--- src/design/sswd_pkg.sv ---
// Constants, types and helpers of the safety state machine with challenge watchdog.
package sswd_pkg;

	// ==========================================================
	// Register map and bus
	localparam int          ADDR_W          = 4;
	localparam int          DATA_W          = 8;
	localparam logic [3:0]  ADDR_RST_DLY    = 4'h0;
	localparam logic [3:0]  ADDR_FS_CFG2    = 4'h1;
	localparam logic [3:0]  ADDR_SUP_CFG2   = 4'h2;
	localparam logic [3:0]  ADDR_WINDOW     = 4'h3;
	localparam logic [3:0]  ADDR_CHALLENGE  = 4'h4;
	localparam logic [3:0]  ADDR_ANSWER     = 4'h5;
	localparam logic [3:0]  ADDR_STATUS     = 4'h6;
	localparam logic [3:0]  ADDR_COUNTERS   = 4'h7;

	// ==========================================================
	// Reset values and limits
	localparam logic [7:0]  LFSR_RESET      = 8'hB2;
	localparam logic [3:0]  WIN_SEL_RESET   = 4'h2;
	localparam logic [3:0]  WIN_SEL_BAD     = 4'hF;
	localparam logic [1:0]  RST_DLY_RESET   = 2'h1;
	localparam logic [2:0]  RST_ERR_RESET   = 3'h1;
	localparam logic [2:0]  RST_ERR_MAX     = 3'h7;
	localparam logic [3:0]  WD_ERR_LIMIT    = 4'h6;
	localparam logic [2:0]  REFRESH_LIMIT   = 3'h6;
	localparam logic [2:0]  FINAL_LONG      = 3'h6;
	localparam logic [2:0]  FINAL_SHORT     = 3'h2;
	localparam logic [2:0]  INTER_LONG      = 3'h3;
	localparam logic [2:0]  INTER_SHORT     = 3'h1;

	// ==========================================================
	// Timing: one tick is half a millisecond
	localparam int          CLK_NS          = 10;
	localparam int          TICK_NS         = 500000;
	localparam int          TICK_CYC        = TICK_NS / CLK_NS;
	localparam int          TICKS_PER_MS    = 1000000 / TICK_NS;
	localparam int          STUCK_MS        = 8000;
	localparam int          STUCK_TK        = STUCK_MS * TICKS_PER_MS;
	localparam logic [11:0] INIT_TK         = 12'(256 * TICKS_PER_MS);
	localparam logic [11:0] POR_DLY_TK      = 12'(16 * TICKS_PER_MS);
	localparam int          IRQ_NS          = 1000;
	localparam logic [7:0]  IRQ_CYC         = 8'(IRQ_NS / CLK_NS);

	typedef enum logic [2:0] {
		ST_SELECT = 3'b000,
		ST_RST_DLY = 3'b001,
		ST_INIT = 3'b011,
		ST_RUN = 3'b010,
		ST_DEEP = 3'b110,
		ST_SLEEP = 3'b111
	} sswd_state_t;

	typedef struct packed {
		logic [1:0] rst_dly;
		logic       final_short;
		logic       stuck_dis;
		logic [3:0] win_sel;
		logic       wd_dis;
	} sswd_cfg_t;

	localparam sswd_cfg_t CFG_RESET = '{RST_DLY_RESET, 1'b0, 1'b0, WIN_SEL_RESET, 1'b0};

	// ==========================================================
	// Helpers
	function automatic logic [11:0] win_ticks(input logic [3:0] sel);
		int ms;
		unique case (sel)
			4'h0: ms = 1;
			4'h1: ms = 2;
			4'h2: ms = 3;
			4'h3: ms = 4;
			4'h4: ms = 6;
			4'h5: ms = 8;
			4'h6: ms = 12;
			4'h7: ms = 16;
			4'h8: ms = 24;
			4'h9: ms = 32;
			4'hA: ms = 64;
			4'hB: ms = 128;
			4'hC: ms = 256;
			4'hD: ms = 512;
			default: ms = 1024;
		endcase
		return 12'(ms * TICKS_PER_MS);
	endfunction : win_ticks

	function automatic logic [11:0] dly_ticks(input logic [1:0] sel);
		int ms;
		unique case (sel)
			2'h0: ms = 1;
			2'h1: ms = 8;
			2'h2: ms = 16;
			default: ms = 32;
		endcase
		return 12'(ms * TICKS_PER_MS);
	endfunction : dly_ticks

	function automatic logic [7:0] lfsr_step(input logic [7:0] x);
		return {x[6:0], x[7] ^ x[5] ^ x[4] ^ x[3]};
	endfunction : lfsr_step

	function automatic logic [7:0] answer_of(input logic [7:0] x);
		return ~x;
	endfunction : answer_of

endpackage : sswd_pkg

--- src/design/sswd_top.sv ---
// Safety state machine with challenge/answer windowed watchdog and reset supervision.
`timescale 1ns/1ns
module sswd_top #(
	parameter int TICK_CYCLES = sswd_pkg::TICK_CYC,
	parameter int STUCK_TICKS = sswd_pkg::STUCK_TK
) (
	input  wire logic                        i_mclk,
	input  wire logic                        i_rst,
	input  wire logic [sswd_pkg::ADDR_W-1:0] i_addr,
	input  wire logic [sswd_pkg::DATA_W-1:0] i_wdata,
	input  wire logic                        i_wr,
	input  wire logic                        i_rd,
	output logic      [sswd_pkg::DATA_W-1:0] o_rdata,
	input  wire logic                        i_key,
	input  wire logic                        i_debug,
	input  wire logic                        i_ext_rst_n,
	input  wire logic                        i_fault,
	output logic                             o_reset_out_n,
	output logic                             o_failsafe_out_n,
	output logic                             o_irq_out_n,
	output logic                             o_regs_on
);
	import sswd_pkg::*;

	// ==========================================================
	// Pin synchronisers
	logic [3:0] sync1;
	logic [3:0] sync2;
	logic       key_s;
	logic       debug_s;
	logic       ext_rst_n_s;
	logic       fault_s;

	always_ff @(posedge i_mclk) begin
		if (i_rst) begin
			sync1 <= 4'h6;
			sync2 <= 4'h6;
		end else begin
			sync1 <= {i_key, i_debug, i_ext_rst_n, i_fault};
			sync2 <= sync1;
		end
	end

	assign key_s       = sync2[3];
	assign debug_s     = sync2[2];
	assign ext_rst_n_s = sync2[1];
	assign fault_s     = sync2[0];

	// ==========================================================
	// Half-millisecond tick
	logic [16:0] tick_cnt;
	logic [16:0] next_tick_cnt;
	logic        tick;
	logic        next_tick;

	always_comb begin
		next_tick = (tick_cnt == 17'(TICK_CYCLES - 1));
		next_tick_cnt = next_tick ? 17'h00000 : tick_cnt + 17'h00001;
	end

	always_ff @(posedge i_mclk) begin
		if (i_rst) begin
			tick_cnt <= 17'h00000;
			tick <= 1'b0;
		end else begin
			tick_cnt <= next_tick_cnt;
			tick <= next_tick;
		end
	end

	// ==========================================================
	// Safety state machine and watchdog
	sswd_state_t state;
	sswd_state_t next_state;
	sswd_cfg_t   cfg;
	sswd_cfg_t   next_cfg;
	logic        powerup;
	logic        next_powerup;
	logic        dbg_lat;
	logic        next_dbg_lat;
	logic [3:0]  win_act;
	logic [3:0]  next_win_act;
	logic [7:0]  lfsr;
	logic [7:0]  next_lfsr;
	logic [3:0]  wd_err;
	logic [3:0]  next_wd_err;
	logic [2:0]  ref_cnt;
	logic [2:0]  next_ref_cnt;
	logic [2:0]  rst_err;
	logic [2:0]  next_rst_err;
	logic [11:0] tcnt;
	logic [11:0] next_tcnt;
	logic [15:0] stk_cnt;
	logic [15:0] next_stk_cnt;
	logic [7:0]  irq_cnt;
	logic [7:0]  next_irq_cnt;
	logic [7:0]  next_rdata;
	logic        next_reset_n;
	logic        next_fs_n;
	logic        next_regs_on;

	logic        in_wd;
	logic        inhibit;
	logic        closed;
	logic        ans_hit;
	logic        ans_good;
	logic        ans_bad;
	logic        timeout;
	logic        go_reset;
	logic [11:0] full_tk;
	logic [2:0]  final_val;
	logic [2:0]  inter_val;
	logic [4:0]  err_sum;

	assign in_wd     = (state == ST_INIT) || (state == ST_RUN);
	assign inhibit   = dbg_lat | cfg.wd_dis;
	assign full_tk   = (state == ST_INIT) ? INIT_TK : win_ticks(win_act);
	assign closed    = (state == ST_RUN) && (tcnt < {1'b0, full_tk[11:1]});
	assign ans_hit   = (i_wr || i_rd) && (i_addr == ADDR_ANSWER) && in_wd;
	assign ans_good  = ans_hit && i_wr && !closed && (i_wdata == answer_of(lfsr));
	assign ans_bad   = ans_hit && !ans_good;
	assign timeout   = in_wd && tick && (tcnt == full_tk - 12'h001) && !ans_hit;
	assign final_val = cfg.final_short ? FINAL_SHORT : FINAL_LONG;
	assign inter_val = cfg.final_short ? INTER_SHORT : INTER_LONG;
	assign err_sum   = {1'b0, wd_err} + 5'h02;

	always_comb begin
		next_state = state;
		next_cfg = cfg;
		next_powerup = powerup;
		next_dbg_lat = dbg_lat;
		next_win_act = win_act;
		next_lfsr = lfsr;
		next_wd_err = wd_err;
		next_ref_cnt = ref_cnt;
		next_rst_err = rst_err;
		next_tcnt = tcnt;
		next_stk_cnt = stk_cnt;
		next_irq_cnt = (irq_cnt != 8'h00) ? irq_cnt - 8'h01 : 8'h00;
		go_reset = 1'b0;

		// Configuration writes, each limited to the phase that may change it.
		if (i_wr && state == ST_INIT) begin
			unique case (i_addr)
				ADDR_RST_DLY:   next_cfg.rst_dly = i_wdata[1:0];
				ADDR_FS_CFG2:   next_cfg.final_short = i_wdata[0];
				ADDR_SUP_CFG2:  next_cfg.stuck_dis = i_wdata[0];
				ADDR_CHALLENGE: next_lfsr = i_wdata;
				default: ;
			endcase
		end
		if (i_wr && in_wd && i_addr == ADDR_WINDOW) begin
			next_cfg.wd_dis = i_wdata[4];
			if (i_wdata[3:0] != WIN_SEL_BAD) begin
				next_cfg.win_sel = i_wdata[3:0];
			end
		end

		unique case (state)
			ST_SELECT: begin
				next_state = ST_RST_DLY;
				next_tcnt = 12'h000;
			end
			ST_RST_DLY: begin
				if (tick) begin
					if (tcnt >= (powerup ? POR_DLY_TK : dly_ticks(cfg.rst_dly)) - 12'h001) begin
						if (!fault_s && ext_rst_n_s) begin
							next_state = ST_INIT;
							next_tcnt = 12'h000;
							next_powerup = 1'b0;
							if (powerup) begin
								next_dbg_lat = debug_s;
							end
						end
					end else begin
						next_tcnt = tcnt + 12'h001;
					end
				end
			end
			ST_INIT: begin
				if (tick) begin
					next_tcnt = tcnt + 12'h001;
				end
				if (ans_good) begin
					next_state = ST_RUN;
					next_lfsr = lfsr_step(lfsr);
					next_win_act = next_cfg.win_sel;
					next_tcnt = 12'h000;
				end else if (ans_bad || timeout) begin
					next_irq_cnt = IRQ_CYC;
					next_tcnt = 12'h000;
					go_reset = !inhibit;
				end
				if (fault_s || !ext_rst_n_s) begin
					go_reset = 1'b1;
				end
			end
			ST_RUN: begin
				if (tick) begin
					next_tcnt = tcnt + 12'h001;
				end
				if (ans_good) begin
					next_lfsr = lfsr_step(lfsr);
					next_wd_err = (wd_err != 4'h0) ? wd_err - 4'h1 : 4'h0;
					next_tcnt = 12'h000;
					next_win_act = next_cfg.win_sel;
					if (ref_cnt == REFRESH_LIMIT) begin
						next_ref_cnt = 3'h0;
						next_rst_err = (rst_err != 3'h0) ? rst_err - 3'h1 : 3'h0;
					end else begin
						next_ref_cnt = ref_cnt + 3'h1;
					end
				end else if (ans_bad || timeout) begin
					next_wd_err = (err_sum >= {1'b0, WD_ERR_LIMIT}) ? WD_ERR_LIMIT : err_sum[3:0];
					next_ref_cnt = 3'h0;
					next_irq_cnt = IRQ_CYC;
					next_tcnt = 12'h000;
					next_win_act = next_cfg.win_sel;
					go_reset = !inhibit && (err_sum >= {1'b0, WD_ERR_LIMIT});
				end
				if (fault_s || !ext_rst_n_s) begin
					go_reset = 1'b1;
				end
			end
			ST_DEEP: begin
				if (!key_s) begin
					next_state = ST_SLEEP;
				end
			end
			ST_SLEEP: begin
				if (key_s) begin
					next_state = ST_SELECT;
					next_cfg = CFG_RESET;
					next_powerup = 1'b1;
					next_dbg_lat = 1'b0;
					next_win_act = WIN_SEL_RESET;
					next_lfsr = LFSR_RESET;
					next_wd_err = 4'h0;
					next_ref_cnt = 3'h0;
					next_rst_err = RST_ERR_RESET;
					next_tcnt = 12'h000;
					next_stk_cnt = 16'h0000;
				end
			end
			default: next_state = ST_SELECT;
		endcase

		if (go_reset) begin
			next_state = ST_RST_DLY;
			next_tcnt = 12'h000;
			next_stk_cnt = 16'h0000;
			next_wd_err = 4'h0;
			next_ref_cnt = 3'h0;
			next_rst_err = (rst_err == RST_ERR_MAX) ? RST_ERR_MAX : rst_err + 3'h1;
		end

		// The stuck timer keeps its value after release; no register reads it back, and go_reset clears it.
		if ((state == ST_SELECT || state == ST_RST_DLY) && (powerup || !cfg.stuck_dis)) begin
			if (tick) begin
				next_stk_cnt = stk_cnt + 16'h0001;
			end
			if (tick && stk_cnt >= 16'(STUCK_TICKS)) begin
				next_state = ST_DEEP;
			end
		end
		// The limit follows a same-cycle config write, so a lowered limit trips at once.
		if (next_rst_err >= (next_cfg.final_short ? FINAL_SHORT : FINAL_LONG) &&
			state != ST_SLEEP && state != ST_DEEP) begin
			next_state = ST_DEEP;
		end

		next_reset_n = (next_state == ST_INIT) || (next_state == ST_RUN);
		next_regs_on = (next_state != ST_DEEP) && (next_state != ST_SLEEP);
		next_fs_n = next_regs_on && !fault_s && (next_rst_err < inter_val) &&
			(next_rst_err == 3'h0 || state == ST_RUN || next_state == ST_RUN);

		next_rdata = 8'h00;
		if (i_rd) begin
			unique case (i_addr)
				ADDR_RST_DLY:   next_rdata = {6'h00, cfg.rst_dly};
				ADDR_FS_CFG2:   next_rdata = {7'h00, cfg.final_short};
				ADDR_SUP_CFG2:  next_rdata = {7'h00, cfg.stuck_dis};
				ADDR_WINDOW:    next_rdata = {3'h0, cfg.wd_dis, cfg.win_sel};
				ADDR_CHALLENGE: next_rdata = lfsr;
				ADDR_STATUS:    next_rdata = {rst_err, state, dbg_lat, inhibit};
				ADDR_COUNTERS:  next_rdata = {closed, ref_cnt, wd_err};
				default:        next_rdata = 8'h00;
			endcase
		end
	end

	always_ff @(posedge i_mclk) begin
		if (i_rst) begin
			state <= ST_SELECT;
			cfg <= CFG_RESET;
			powerup <= 1'b1;
			dbg_lat <= 1'b0;
			win_act <= WIN_SEL_RESET;
			lfsr <= LFSR_RESET;
			wd_err <= 4'h0;
			ref_cnt <= 3'h0;
			rst_err <= RST_ERR_RESET;
			tcnt <= 12'h000;
			stk_cnt <= 16'h0000;
			irq_cnt <= 8'h00;
			o_rdata <= 8'h00;
			o_reset_out_n <= 1'b0;
			o_failsafe_out_n <= 1'b0;
			o_irq_out_n <= 1'b1;
			o_regs_on <= 1'b1;
		end else begin
			state <= next_state;
			cfg <= next_cfg;
			powerup <= next_powerup;
			dbg_lat <= next_dbg_lat;
			win_act <= next_win_act;
			lfsr <= next_lfsr;
			wd_err <= next_wd_err;
			ref_cnt <= next_ref_cnt;
			rst_err <= next_rst_err;
			tcnt <= next_tcnt;
			stk_cnt <= next_stk_cnt;
			irq_cnt <= next_irq_cnt;
			o_rdata <= next_rdata;
			o_reset_out_n <= next_reset_n;
			o_failsafe_out_n <= next_fs_n;
			o_irq_out_n <= (next_irq_cnt == 8'h00);
			o_regs_on <= next_regs_on;
		end
	end
endmodule : sswd_top
--- config.mk ---
export PLATFORM = sky130hd
export DESIGN_NAME = sswd_top
export DESIGN_NICKNAME = d
export VERILOG_FILES = /design/src/design/sswd_pkg.sv /design/src/design/sswd_top.sv
export SDC_FILE = /design/constraint.sdc
export NUM_CORES = 1
export LEC_CHECK = 0
export BUFFER_PORTS_ARGS = -buffer_cell sky130_fd_sc_hd__buf_2
export CAP_MARGIN = 20
export CORE_MARGIN = 2
export CORE_UTILIZATION = 56
export CTS_BUF_LIST = sky130_fd_sc_hd__clkbuf_4 sky130_fd_sc_hd__clkbuf_8 sky130_fd_sc_hd__clkbuf_16
export CTS_CLUSTER_SIZE = 12
export DETAILED_ROUTE_END_ITERATION = 10
export GPL_TIMING_DRIVEN = 0
export PLACE_DENSITY = 0.76
export SYNTH_ARGS = -nofsm -noshare
export SYNTH_HDL_FRONTEND = slang
export SYNTH_SLANG_ARGS = --single-unit
export TNS_END_PERCENT = 100
--- constraint.sdc ---
create_clock -name i_mclk -period 4.6 [get_ports i_mclk]
set_clock_uncertainty 0.1 [all_clocks]
set_input_delay 0.92 -clock i_mclk [delete_from_list [all_inputs] [get_ports i_mclk]]
set_output_delay 0.92 -clock i_mclk [all_outputs]
set_load 0.1 [all_outputs]
# After elaboration in Yosys (flattened, before gate mapping)
# Memories as Yosys holds them, arrays and structs flattened. A register that Yosys moved wholly into a read port is not among the register bits.
# Cells that the tools add are included.
word_totals:
  register_bits: 110
  latchBits: 0
  out_inout_bits: 12
  mem_count: 1
  mem_bits_ro: 176
  ramBits: 0
memory_table:
  columns: ["memory", "words", "word_bits", "rd", "rd_ports_with_merged_regs", "write_ports", "line_no", "text"]
  rows:
  - ["(no name shown)", 16, 11, 1, 1, 0, "sswd_pkg.sv:68", "unique case (sel)"]
classes:
  mux: 92
  eq_ne: 35
  add_sub_neg: 11
  shift: 0
  n_div: 0
  n_bitwise: 6
  n_mul: 0
  n_lt_le_gt_ge: 6
  n_reduce_logical: 60
op_table:
  columns: ["cell", "n"]
  rows:
  - ["two-way mux 12 bit", 9]
  - ["two-way mux 16 bit", 5]
  - ["two-way mux 8 bit", 8]
  - ["two-way mux 3 bit", 21]
  - ["case mux 8 bit (7 select lines)", 1]
  - ["two-way mux 4 bit", 13]
  - ["case mux 12 bit (4 select lines)", 1]
  - ["subtractor 12 x 1 -> 12 bit (second input constant)", 2]
  - ["logical AND 1 bit", 23]
  - ["two-way mux 11 bit", 2]
  - ["two-way mux 9 bit", 2]
  - ["case mux 3 bit (6 select lines)", 1]
  - ["case mux 6 bit (3 select lines)", 1]
  - ["adder 17 x 1 -> 17 bit (second input constant)", 1]
  - ["== test 17 x 16 -> 1 bit (second input constant)", 1]
  - ["two-way mux 1 bit", 17]
  - ["adder 16 x 1 -> 16 bit (second input constant)", 1]
  - ["== test 4 x 3 -> 1 bit (second input constant)", 4]
  - ["greater-or-equal comparator 16 x 14 -> 1 bit (second input constant)", 1]
  - ["case mux 8 bit (2 select lines)", 1]
  - ["inequality test 3 bit (second input constant)", 5]
  - ["adder 12 x 1 -> 12 bit (second input constant)", 1]
  - ["== test 12 bit", 1]
  - ["== test 3 x 2 -> 1 bit (second input constant)", 4]
  - ["46 further kinds", 84]

# Depth between registers and ports, before layout
# Gate-level depths: netlist of run 1.
logic_depth:
  depth_word: 24
  mapped_depth: 19
  depth_no_buf: 16

# Worst setup path before layout of run 1
# Ideal clock, no wire load.
synth_timing:
  path_type: "register to register"
  from: "register state[0]"
  to: "register o_regs_on"
  setup_time_ns: 0.120
  n_path_buf: 3
  t_arrival_ns: 4.101
  slack_ns: 0.279
  period_less_slack_ns: 4.321
  path_stages_with_launch: 20
  path_cell_list: "dfxtp_1 clkbuf_1 nand3b_4 clkbuf_1 nand2_1 ha_1 or4b_1 or4_1 and3_1 o2111ai_2 nor4_4 o31ai_4 buf_2 a21o_1 nand2_1 ha_1 a21oi_1 a21oi_1 o21ai_1 a211o_1"
synth_via:
  elab_chain_cells: 21
  elab_cells_between_ends: 60
synth_lines:
  columns: ["item", "line_no", "text"]
  rows:
  - ["start, declared", "sswd_top.sv:73", "sswd_state_t state;"]
  - ["start signal, assigned", "sswd_top.sv:312", "state <= next_state;"]
  - ["branches (longest 14 deep; another with subtractor 12 x 1 -> 12 bit)", null, null]
  - ["two-way mux 3 bit (*)", "sswd_top.sv:248", "if (go_reset) begin"]
  - ["named net next_rst_err[2]", "sswd_top.sv:90", "logic [2:0] next_rst_err;"]
  - ["greater-or-equal comparator 3 bit (*)", "sswd_top.sv:267", "if (next_rst_err >= (next_cfg.final_short ? FINAL_SHORT : FINAL_LONG) &&"]
  - ["logical AND 1 bit (*)", "sswd_top.sv:267", null]
  - ["logical AND 1 bit (*)", "sswd_top.sv:268", "state != ST_SLEEP && state != ST_DEEP) begin"]
  - ["two-way mux 3 bit (*)", "sswd_top.sv:267", null]
  - ["inequality test 3 bit", "sswd_top.sv:273", "next_regs_on = (next_state != ST_DEEP) && (next_state != ST_SLEEP);"]
  - ["logical AND 1 bit (*)", "sswd_top.sv:273", null]
  - ["end signal, assigned", "sswd_top.sv:328", "o_regs_on <= next_regs_on;"]
  - ["end, declared", "sswd_top.sv:21", "output logic o_regs_on"]
# Mark *: on every way through the listed nets, which the timed path passes.
# A chain may end at the register's enable or synchronous reset.

# Final worst setup path of run 1
layout_timing:
  from: "register state[2]"
  to: "register o_regs_on"
# Same word-level chain as after synthesis.

==> results of run 1 <==
-- stage by stage --
| stage | util | instance area, um2 | setup slack (ns) |
|---|---|---|---|
| 2_1_floorplan | - | 7270 | 0.279 |
| 3_5_place_dp | 0.604 | 7620 | -0.369 |
| 3_3_place_gp | 0.604 | 7620 | -0.375 |
| 4_1_cts | 0.652 | 8220 | 0.0109 |
| 6_report | 0.656 | 8280 | 0.197 |
| 5_1_grt | 0.656 | 8280 | 0.0119 |
-- cells in the final DEF, fill, tap and decap left out, types with 6 or more instances in the layout --
cell type,instances
sky130_fd_sc_hd__buf_4,6
sky130_fd_sc_hd__a21oi_1,40
sky130_fd_sc_hd__a21o_1,11
sky130_fd_sc_hd__nand4_1,13
sky130_fd_sc_hd__nand2_1,103
sky130_fd_sc_hd__xnor2_1,25
sky130_fd_sc_hd__nor4_1,9
sky130_fd_sc_hd__nand2b_1,8
sky130_fd_sc_hd__or2_2,7
sky130_fd_sc_hd__and2_1,7
sky130_fd_sc_hd__o211ai_1,7
sky130_fd_sc_hd__nor3_1,19
sky130_fd_sc_hd__nand3b_1,8
sky130_fd_sc_hd__or3_1,11
sky130_fd_sc_hd__ha_1,40
sky130_fd_sc_hd__a211oi_1,8
sky130_fd_sc_hd__xor2_1,19
sky130_fd_sc_hd__nor2b_1,15
sky130_fd_sc_hd__a22oi_1,9
sky130_fd_sc_hd__clkbuf_16,17
sky130_fd_sc_hd__buf_2,33
sky130_fd_sc_hd__inv_1,27
sky130_fd_sc_hd__clkbuf_1,32
sky130_fd_sc_hd__dfxtp_1,120
sky130_fd_sc_hd__mux2i_1,24
sky130_fd_sc_hd__a31oi_1,19
sky130_fd_sc_hd__o21ai_0,54
sky130_fd_sc_hd__nand3_1,37
sky130_fd_sc_hd__nor2_1,109
sky130_fd_sc_hd__and3_1,16
-- kinds of logic after synthesis --
family,after synthesis,share of synthesized area
buffers and inverters,72,0.0384
other,1,0.000517
AND/OR/NAND/NOR,391,0.269
AO/OA/AOI/OAI,203,0.187
adder cells (fa/ha/maj),41,0.0707
multiplexers,32,0.0479
flip-flops,121,0.334
XOR/XNOR,44,0.0531
-- state kept, by name, indices dropped and copies added, names as in the netlist, named ones only --
register	cells
o_reset_out_n	1
cfg	9
win_act	4
sync2	4
o_failsafe_out_n	1
dbg_lat	1
tick	1
o_rdata	8
rst_err	3
powerup	1
o_regs_on	1
irq_cnt	8
lfsr	8
tcnt	12
sync1	4
wd_err	4
ref_cnt	3
o_irq_out_n	1
stk_cnt	16
tick_cnt	17
state	3
-- power breakdown --
group / internal, mW / leakage (nW) / switching [mW]
sequential: 1.06 / 0.978 / 0.00755
clock: 0.783 / 0.281 / 0.501
combinational: 0.0322 / 2.15 / 0.0636
total: 1.87 / 3.41 / 0.573
-- layer usage --
| metal | GRT usage | vias up |
|---|---|---|
| li1 | - | 3355 |
| met1 | 0.367 | 3099 |
| met2 | 0.414 | 261 |
| met3 | 0.0669 | 58 |
| met4 | 0.141 | 0 |
| met5 | 0 | - |
-- what timing repair did --
| item | 4_1_cts | 5_1_grt |
|---|---|---|
| buffers inserted | 1 | 4 |
| setup endpoints to repair | 20 | 10 |
| resized for setup | 6 | 9 |
| pin swaps | 2 | 4 |
-- worst max path at each step --
stage | endpoint | slack [ns] | cells past startpoint
4_1_cts | register | 0.01 | 18
2_1_floorplan | o_regs_on$_SDFF_PP1_ | 0.28 | 19
6_report | o_regs_on$_SDFF_PP1_ | 0.20 | 18
5_1_grt | o_failsafe_out_n$_SDFF_PP0_ | 0.01 | 18
3_5_place_dp | o_failsafe_out_n$_SDFF_PP0_ | -0.37 | 19
3_3_place_gp | o_regs_on$_SDFF_PP1_ | -0.38 | 19
-- area by class of cell --
type	count	area, um2
Multi-Input combinational cell	716	4610
Clock inverter	12	116
Inverter	28	105
Timing Repair Buffer	32	173
Sequential cell	121	2420
Fill cell	1124	4340
Buffer	42	176
Clock buffer	20	460
Tap cell	172	215
==> impl_metrics.prom, run 1 <==
# TYPE chip_impl_metric gauge
chip_impl_info{name="outcome",value="finished clean"} 1
chip_impl_info{name="synthDominantAreaCellType",value="sky130_fd_sc_hd__dfxtp_1"} 1
chip_impl_metric{name="grt_max_degree",unit=""} 17
chip_impl_metric{name="yosys.area.top_type_share",unit=""} 0.334
chip_impl_metric{name="via_count_of_the_first_global_routing_pass",unit=""} 6293
chip_impl_metric{name="arrival",unit="ns"} 4.60
chip_impl_metric{name="timing_worst_slew_pin_value",unit="ns"} 0.698
chip_impl_metric{name="fmaxAchievable",unit="GHz"} 0.227
chip_impl_info{name="top_layer",value="met4"} 1
chip_impl_metric{name="synthCells",unit=""} 905
chip_impl_info{name="rsz0062_at_grt",value="no"} 1
chip_impl_info{name="cp_common_cell",value="sky130_fd_sc_hd__nand2_1"} 1
chip_impl_metric{name="drt_drc_violations_left",unit=""} 0
chip_impl_metric{name="rr_worst_depth",unit=""} 18
chip_impl_metric{name="row_count",unit=""} 41
chip_impl_metric{name="synth.ff_latch_count",unit=""} 121
chip_impl_metric{name="worst_skew_pair.late_latency",unit="ns"} 0.43
chip_impl_metric{name="route.detailed.vias_per_inst",unit=""} 5.93
chip_impl_metric{name="path_clk_slew",unit="ns"} 0.06
chip_impl_info{name="regToRegEndpoint",value="o_regs_on$_SDFF_PP1_"} 1
chip_impl_info{name="synthMostInstantiatedCell",value="sky130_fd_sc_hd__dfxtp_1"} 1
chip_impl_info{name="start_kind",value="register"} 1
chip_impl_metric{name="power.static_leakage",unit="nW"} 3.41
chip_impl_metric{name="synthDistinctLibCells",unit=""} 80
chip_impl_metric{name="drtIter0Drc",unit=""} 518
chip_impl_metric{name="ys_seq_area_frac",unit=""} 0.334
chip_impl_metric{name="drt-pass1-iter-count",unit=""} 5
chip_impl_metric{name="final_period_minus_worst_setup_slack",unit="ns"} 4.40
chip_impl_metric{name="die_w",unit="um"} 118
chip_impl_metric{name="avgRoutedWirePerCell",unit="um"} 16.3
chip_impl_metric{name="drv.max_cap_violation_count",unit=""} 0
chip_impl_metric{name="critical-path-max-stage-delay",unit="ns"} 0.49
chip_impl_metric{name="hold_viol_final",unit=""} 0
chip_impl_metric{name="ant_nets",unit=""} 0
chip_impl_metric{name="area_growth",unit="%"} 14.1
chip_impl_info{name="hold_path_end",value="sync2[1]$_SDFF_PP1_"} 1
chip_impl_metric{name="die_height",unit="um"} 118
chip_impl_info{name="worst_path_max_delay_cell",value="sky130_fd_sc_hd__or4b_4"} 1
chip_impl_metric{name="vias",unit=""} 6773
chip_impl_info{name="timing.critical_path.cells",value="nand3b_4, buf_4, nand2_1, ha_4, or4b_4, or4_1, and3_1, o2111ai_2, nor4_4, o31ai_4, buf_6, a21o_1, nand2_1, ha_1, a21oi_1, a21oi_2, o21ai_1, a211o_1"} 1
chip_impl_metric{name="detailedPlacementHpwl",unit="um"} 13600
chip_impl_metric{name="cell_count_after_placement",unit=""} 1108
chip_impl_metric{name="final-max-slew-violation-count",unit=""} 0
chip_impl_metric{name="grt_pass1_wl",unit="um"} 31000
chip_impl_metric{name="route.met2.wl",unit="um"} 8140
chip_impl_metric{name="total_power",unit="mW"} 2.44
chip_impl_metric{name="cellPowerDensity",unit="mW/mm2"} 295
chip_impl_metric{name="worst_slew_margin_rel",unit=""} 0.532
chip_impl_metric{name="floorplan.initialDensity",unit=""} 0.575
chip_impl_metric{name="postRouteWirelength",unit="um"} 18600
chip_impl_info{name="cts_tree",value="yes"} 1
chip_impl_metric{name="maximum_fanout_along_the_worst_path",unit=""} 10
chip_impl_metric{name="floorplan.io_pins",unit=""} 32
chip_impl_metric{name="synth_area",unit="mm2"} 0.00726
chip_impl_metric{name="finalSetupViolations",unit=""} 0
chip_impl_metric{name="gr-total-overflow",unit=""} 0
chip_impl_metric{name="gp_congestion",unit=""} 0.973
chip_impl_info{name="cpLargestDelayFamily",value="simple AND/OR/NAND/NOR gates"} 1
chip_impl_metric{name="final.setup.tns",unit="ns"} 0
chip_impl_info{name="min-delay-path-class",value="register to register"} 1
chip_impl_info{name="synthFlopType",value="sky130_fd_sc_hd__dfxtp_1"} 1
chip_impl_info{name="cts-root-buf",value="sky130_fd_sc_hd__clkbuf_16"} 1
chip_impl_metric{name="fin_cells",unit=""} 1143
chip_impl_metric{name="track_usage",unit=""} 0.275
chip_impl_metric{name="grt_antenna_before_repair",unit=""} 0
chip_impl_metric{name="layout_cells_sized_above_1",unit=""} 0.115
chip_impl_metric{name="slack_of_the_worst_reg_to_reg_path",unit="ns"} 0.20
chip_impl_metric{name="hold_path_depth",unit=""} 1
chip_impl_info{name="timing.critical_path.from",value="state[2]$_SDFF_PP0_"} 1
chip_impl_metric{name="drt-met1-wl",unit="um"} 8340
chip_impl_metric{name="warning_count_from_the_yosys_run",unit=""} 0
chip_impl_metric{name="core",unit="mm2"} 0.0126
chip_impl_metric{name="htree_num_levels",unit=""} 4
chip_impl_metric{name="cts_made_buffers",unit=""} 17
chip_impl_info{name="critical_path.reg2reg.startpoint",value="state[2]$_SDFF_PP0_"} 1
chip_impl_metric{name="numPortBuffers",unit=""} 27
chip_impl_metric{name="worstPathBufferInverterCount",unit=""} 2
chip_impl_metric{name="postSynthAreaPerCell",unit="um2"} 8.02
chip_impl_metric{name="finalNetCount",unit=""} 1019
chip_impl_info{name="timing.hold.worst.start",value="sync1[1]$_SDFF_PP1_"} 1
chip_impl_metric{name="num_antenna_cells",unit=""} 0
chip_impl_metric{name="detailroute.wirelength.met3",unit="um"} 1380
chip_impl_metric{name="timing.hold.ws",unit="ns"} 0.322
chip_impl_info{name="end_kind",value="register"} 1
chip_impl_metric{name="async_reset_ff_frac",unit=""} 0
chip_impl_metric{name="vdd.ir_drop.worst",unit="uV"} 259
chip_impl_metric{name="synth_edf_count",unit=""} 0
chip_impl_metric{name="sink_count_of_the_clock_tree",unit=""} 121
chip_impl_metric{name="cts_buffer_depth",unit=""} 2
chip_impl_info{name="synth_commonest_cells",value="sky130_fd_sc_hd__dfxtp_1 (121), sky130_fd_sc_hd__nor2_1 (109), sky130_fd_sc_hd__nand2_1 (104)"} 1
chip_impl_metric{name="post-route-period-util",unit=""} 0.957
chip_impl_metric{name="worst-endpoint-required",unit="ns"} 4.80
chip_impl_info{name="crit_type",value="register to register"} 1
chip_impl_metric{name="fp.dieArea",unit="mm2"} 0.0139
chip_impl_info{name="synth.top_cells.by_area",value="sky130_fd_sc_hd__dfxtp_1 (33%), sky130_fd_sc_hd__ha_1 (7.1%), sky130_fd_sc_hd__nor2_1 (5.6%), sky130_fd_sc_hd__nand2_1 (5.4%), sky130_fd_sc_hd__o21ai_0 (3.7%)"} 1
chip_impl_metric{name="postCtsHoldBufs",unit=""} 0
No activity file was read; power rests on OpenSTA's default activity.
==> run 2: changes to the inputs <==
ABC_AREA = 1   (was default)
==> impl_metrics.prom, run 2 <==
# TYPE chip_impl_metric gauge
chip_impl_metric{name="synth.ff_latch_count",unit=""} 121
chip_impl_metric{name="ant_nets",unit=""} 0
chip_impl_metric{name="post_cts_buffers",unit=""} 0
chip_impl_metric{name="yosys.area.top_type_share",unit=""} 0.339
chip_impl_metric{name="postSynthAreaPerCell",unit="um2"} 7.16
chip_impl_metric{name="timing_worst_slew_pin_value",unit="ns"} 0.899
chip_impl_info{name="crit_type",value="register to register"} 1
chip_impl_metric{name="core",unit="mm2"} 0.0125
chip_impl_info{name="leading_cell_type_in_the_layout_fill_and_taps_excluded",value="sky130_fd_sc_hd__nand2_1"} 1
chip_impl_metric{name="final.setup.tns",unit="ns"} 0
chip_impl_metric{name="fp.dieArea",unit="mm2"} 0.0137
chip_impl_metric{name="drv.max_cap_violation_count",unit=""} 0
chip_impl_info{name="outcome",value="finished clean"} 1
chip_impl_metric{name="postRouteWirelength",unit="um"} 17200
chip_impl_metric{name="grt_max_degree",unit=""} 17
chip_impl_metric{name="track_usage",unit=""} 0.264
chip_impl_metric{name="warning_count_from_the_yosys_run",unit=""} 0
chip_impl_metric{name="cts.repair.resized",unit=""} 0
chip_impl_metric{name="finalNetCount",unit=""} 1112
chip_impl_metric{name="die_height",unit="um"} 117
chip_impl_info{name="synth_commonest_cells",value="sky130_fd_sc_hd__nand2_1 (177), sky130_fd_sc_hd__inv_1 (132), sky130_fd_sc_hd__nor2_1 (126)"} 1
chip_impl_metric{name="gr-total-overflow",unit=""} 0
chip_impl_info{name="min-delay-path-class",value="register to register"} 1
chip_impl_metric{name="post-route-period-util",unit=""} 0.851
chip_impl_metric{name="share_of_total_power_in_combinational_logic",unit=""} 0.115
chip_impl_info{name="start_kind",value="register"} 1
chip_impl_metric{name="grt_antenna_before_repair",unit=""} 0
chip_impl_info{name="rsz0062_at_grt",value="no"} 1
chip_impl_metric{name="row_count",unit=""} 41
chip_impl_info{name="synthMostInstantiatedCell",value="sky130_fd_sc_hd__nand2_1"} 1
chip_impl_metric{name="cellPowerDensity",unit="mW/mm2"} 344
chip_impl_metric{name="power_frac_seq",unit=""} 0.397
chip_impl_metric{name="route.detailed.vias_per_inst",unit=""} 5.43
chip_impl_metric{name="numPortBuffers",unit=""} 30
chip_impl_metric{name="p_sw_frac",unit=""} 0.252
chip_impl_info{name="cts-root-buf",value="sky130_fd_sc_hd__clkbuf_16"} 1
chip_impl_metric{name="drt_drc_violations_left",unit=""} 0
chip_impl_metric{name="largest_reg_flops",unit=""} 17
chip_impl_metric{name="fmaxAchievable",unit="GHz"} 0.255
chip_impl_metric{name="ys_seq_area_frac",unit=""} 0.339
chip_impl_metric{name="postCtsHoldBufs",unit=""} 0
chip_impl_metric{name="grt_pass1_wl",unit="um"} 28100
chip_impl_metric{name="worst_skew_pair.late_latency",unit="ns"} 0.43
chip_impl_metric{name="drt-pass1-iter-count",unit=""} 5
chip_impl_metric{name="via_count_of_the_first_global_routing_pass",unit=""} 6175
chip_impl_metric{name="die_w",unit="um"} 117
chip_impl_metric{name="htree_num_levels",unit=""} 4
chip_impl_metric{name="gp_congestion",unit=""} 0.942
chip_impl_metric{name="final_period_minus_worst_setup_slack",unit="ns"} 3.92
chip_impl_metric{name="maximum_fanout_along_the_worst_path",unit=""} 10
chip_impl_info{name="end_kind",value="register"} 1
chip_impl_metric{name="detailedPlacementHpwl",unit="um"} 12600
chip_impl_info{name="top_regs",value="tick_cnt: 17 flops, stk_cnt: 16 flops, tcnt: 12 flops"} 1
chip_impl_metric{name="async_reset_ff_frac",unit=""} 0
chip_impl_metric{name="internal-power",unit="mW"} 2.09
chip_impl_metric{name="synthDistinctLibCells",unit=""} 61
chip_impl_metric{name="power.share.clock",unit=""} 0.488
chip_impl_metric{name="finish.utilization",unit=""} 0.649
chip_impl_metric{name="final-max-slew-violation-count",unit=""} 0
chip_impl_info{name="cts_tree",value="yes"} 1
chip_impl_metric{name="finalSetupViolations",unit=""} 0
chip_impl_info{name="synthFlopType",value="sky130_fd_sc_hd__dfxtp_1"} 1
chip_impl_metric{name="path_clk_slew",unit="ns"} 0.05
chip_impl_metric{name="drtIter0Drc",unit=""} 515
chip_impl_metric{name="layout_cells_sized_above_1",unit=""} 0.132
chip_impl_metric{name="area_growth",unit="%"} 13.7
chip_impl_metric{name="floorplan.io_pins",unit=""} 32
chip_impl_info{name="synth.top_cells.by_area",value="sky130_fd_sc_hd__dfxtp_1 (34%), sky130_fd_sc_hd__nand2_1 (9.3%), sky130_fd_sc_hd__ha_1 (7.2%), sky130_fd_sc_hd__inv_1 (6.9%), sky130_fd_sc_hd__nor2_1 (6.6%)"} 1
chip_impl_metric{name="synthCells",unit=""} 998
chip_impl_metric{name="avgRoutedWirePerCell",unit="um"} 13.9
chip_impl_metric{name="arrival",unit="ns"} 4.18
chip_impl_metric{name="floorplan.initialDensity",unit=""} 0.571
chip_impl_info{name="synthDominantAreaCellType",value="sky130_fd_sc_hd__dfxtp_1"} 1
chip_impl_metric{name="vias",unit=""} 6704
chip_impl_metric{name="cts_made_buffers",unit=""} 17
chip_impl_metric{name="vdd.ir_drop.worst",unit="uV"} 303
chip_impl_metric{name="power.static_leakage",unit="nW"} 3.56
chip_impl_metric{name="synth_edf_count",unit=""} 0
chip_impl_metric{name="sink_count_of_the_clock_tree",unit=""} 121
chip_impl_metric{name="switching_power",unit="mW"} 0.703
chip_impl_metric{name="worst_slew_margin_rel",unit=""} 0.395
chip_impl_metric{name="num_antenna_cells",unit=""} 0
chip_impl_metric{name="worst-endpoint-required",unit="ns"} 4.86
chip_impl_info{name="final_cell_mix",value="sky130_fd_sc_hd__nand2_1 (177), sky130_fd_sc_hd__inv_1 (132), sky130_fd_sc_hd__nor2_1 (126)"} 1
chip_impl_metric{name="hold_viol_final",unit=""} 0
chip_impl_info{name="registers.top_by_ff_count",value="tick_cnt"} 1
chip_impl_metric{name="cts_buffer_depth",unit=""} 2
chip_impl_metric{name="synth_area",unit="mm2"} 0.00714
==> run 2: cell count changes in the layout (fill, tap and decap cells not counted), moves of 11 or more <==
cell                       before  now
sky130_fd_sc_hd__a21oi_1       40   62
sky130_fd_sc_hd__clkbuf_1      32    8
sky130_fd_sc_hd__nor2_1       109  126
sky130_fd_sc_hd__a31oi_1       19    4
sky130_fd_sc_hd__nor2b_1       15    0
sky130_fd_sc_hd__nand2_1      103  177
sky130_fd_sc_hd__inv_2          1   12
sky130_fd_sc_hd__xnor2_1       25    9
sky130_fd_sc_hd__inv_1         27  132
sky130_fd_sc_hd__mux2i_1       24    0
sky130_fd_sc_hd__nand3_1       37   48
sky130_fd_sc_hd__and3_1        16    1
==> run 2: final timing paths <==
kind	start	endpoint	slack, ns	depth (start not counted)
worst max-delay path	state[2]$_SDFF_PP0_	o_failsafe_out_n$_SDFF_PP0_	0.68	25
worst min-delay path	sync1[0]$_SDFF_PP0_	sync2[0]$_SDFF_PP0_	0.30	2
worst max register to register	state[2]$_SDFF_PP0_	o_failsafe_out_n$_SDFF_PP0_	0.68	25
worst min register to register	sync1[0]$_SDFF_PP0_	sync2[0]$_SDFF_PP0_	0.30	2
==> run 2: logic make-up after synthesis <==
family | synth area share
xor gates and xnor gates | 0.0361
buffers and inverters | 0.0928
and+or+nand+nor | 0.285
adders and majority gates | 0.0718
AOI/OAI and AO/OA | 0.175
other | 0.000525
DFF | 0.339
==> run 2: power groups by stage <==
stage	clock [mW]	combinational, mW	sequential, mW
global placement	0	0.305	1.13
finish	1.36	0.320	1.11
global route	1.41	0.356	1.11
detailed placement	0	0.312	1.13
CTS	1.37	0.319	1.11
floorplan	0	0.228	1.14
==> run 2: per-layer routing <==
layer	GRT usage	share of wire	vias up
met1	0.329	0.46	3069
met4	0.106	0.020	0
li1	-	-	3419
met3	0.0577	0.062	34
met2	0.444	0.45	182
met5	0	0	-
==> run 2: critical path, cell delays in order, from the launching register on <==
cell and delay [ns]:
sky130_fd_sc_hd__dfxtp_1 0.47, sky130_fd_sc_hd__inv_2 0.10, sky130_fd_sc_hd__nand3_2 0.10, sky130_fd_sc_hd__buf_6 0.17, sky130_fd_sc_hd__nand2_1 0.09, sky130_fd_sc_hd__ha_1 0.31, sky130_fd_sc_hd__nand4_1 0.16, sky130_fd_sc_hd__inv_1 0.06
sky130_fd_sc_hd__a21oi_1 0.23, sky130_fd_sc_hd__nand3_1 0.15, sky130_fd_sc_hd__nand2_1 0.12, sky130_fd_sc_hd__buf_6 0.16, sky130_fd_sc_hd__inv_4 0.09, sky130_fd_sc_hd__nor2_1 0.12, sky130_fd_sc_hd__nand2_2 0.07, sky130_fd_sc_hd__nand2_2 0.10
sky130_fd_sc_hd__nand2_4 0.09, sky130_fd_sc_hd__inv_2 0.09, sky130_fd_sc_hd__o21ai_0 0.14, sky130_fd_sc_hd__nand2_1 0.12, sky130_fd_sc_hd__ha_1 0.23, sky130_fd_sc_hd__nand3_1 0.09, sky130_fd_sc_hd__nand2_1 0.09, sky130_fd_sc_hd__a21oi_2 0.18
sky130_fd_sc_hd__nand2_1 0.07, sky130_fd_sc_hd__nor2_1 0.12
==> run 2: per-stage QoR <==
step                      hold WS, ns  setup slack, ns  total power, mW  cells  cell area [um2]
after CTS                       0.307            0.689             2.80   1235             8120
after global routing            0.323            0.357             2.88   1235             8120
after detailed placement        0.293            0.746             1.44   1204             7520
after global placement          0.292            0.734             1.43   1204             7520
final                           0.303            0.683             2.79   1235             8120
after floorplan                 0.288             1.29             1.37   1002             7160
==> run 2: cell type report <==
cell class | instances | area [um2]
Tap cell | 172 | 215
Clock inverter | 9 | 123
Clock buffer | 22 | 475
Sequential cell | 121 | 2420
Inverter | 148 | 566
Timing Repair Buffer | 30 | 150
Fill cell | 1179 | 4390
Multi-Input combinational cell | 716 | 4070
Buffer | 17 | 97.6
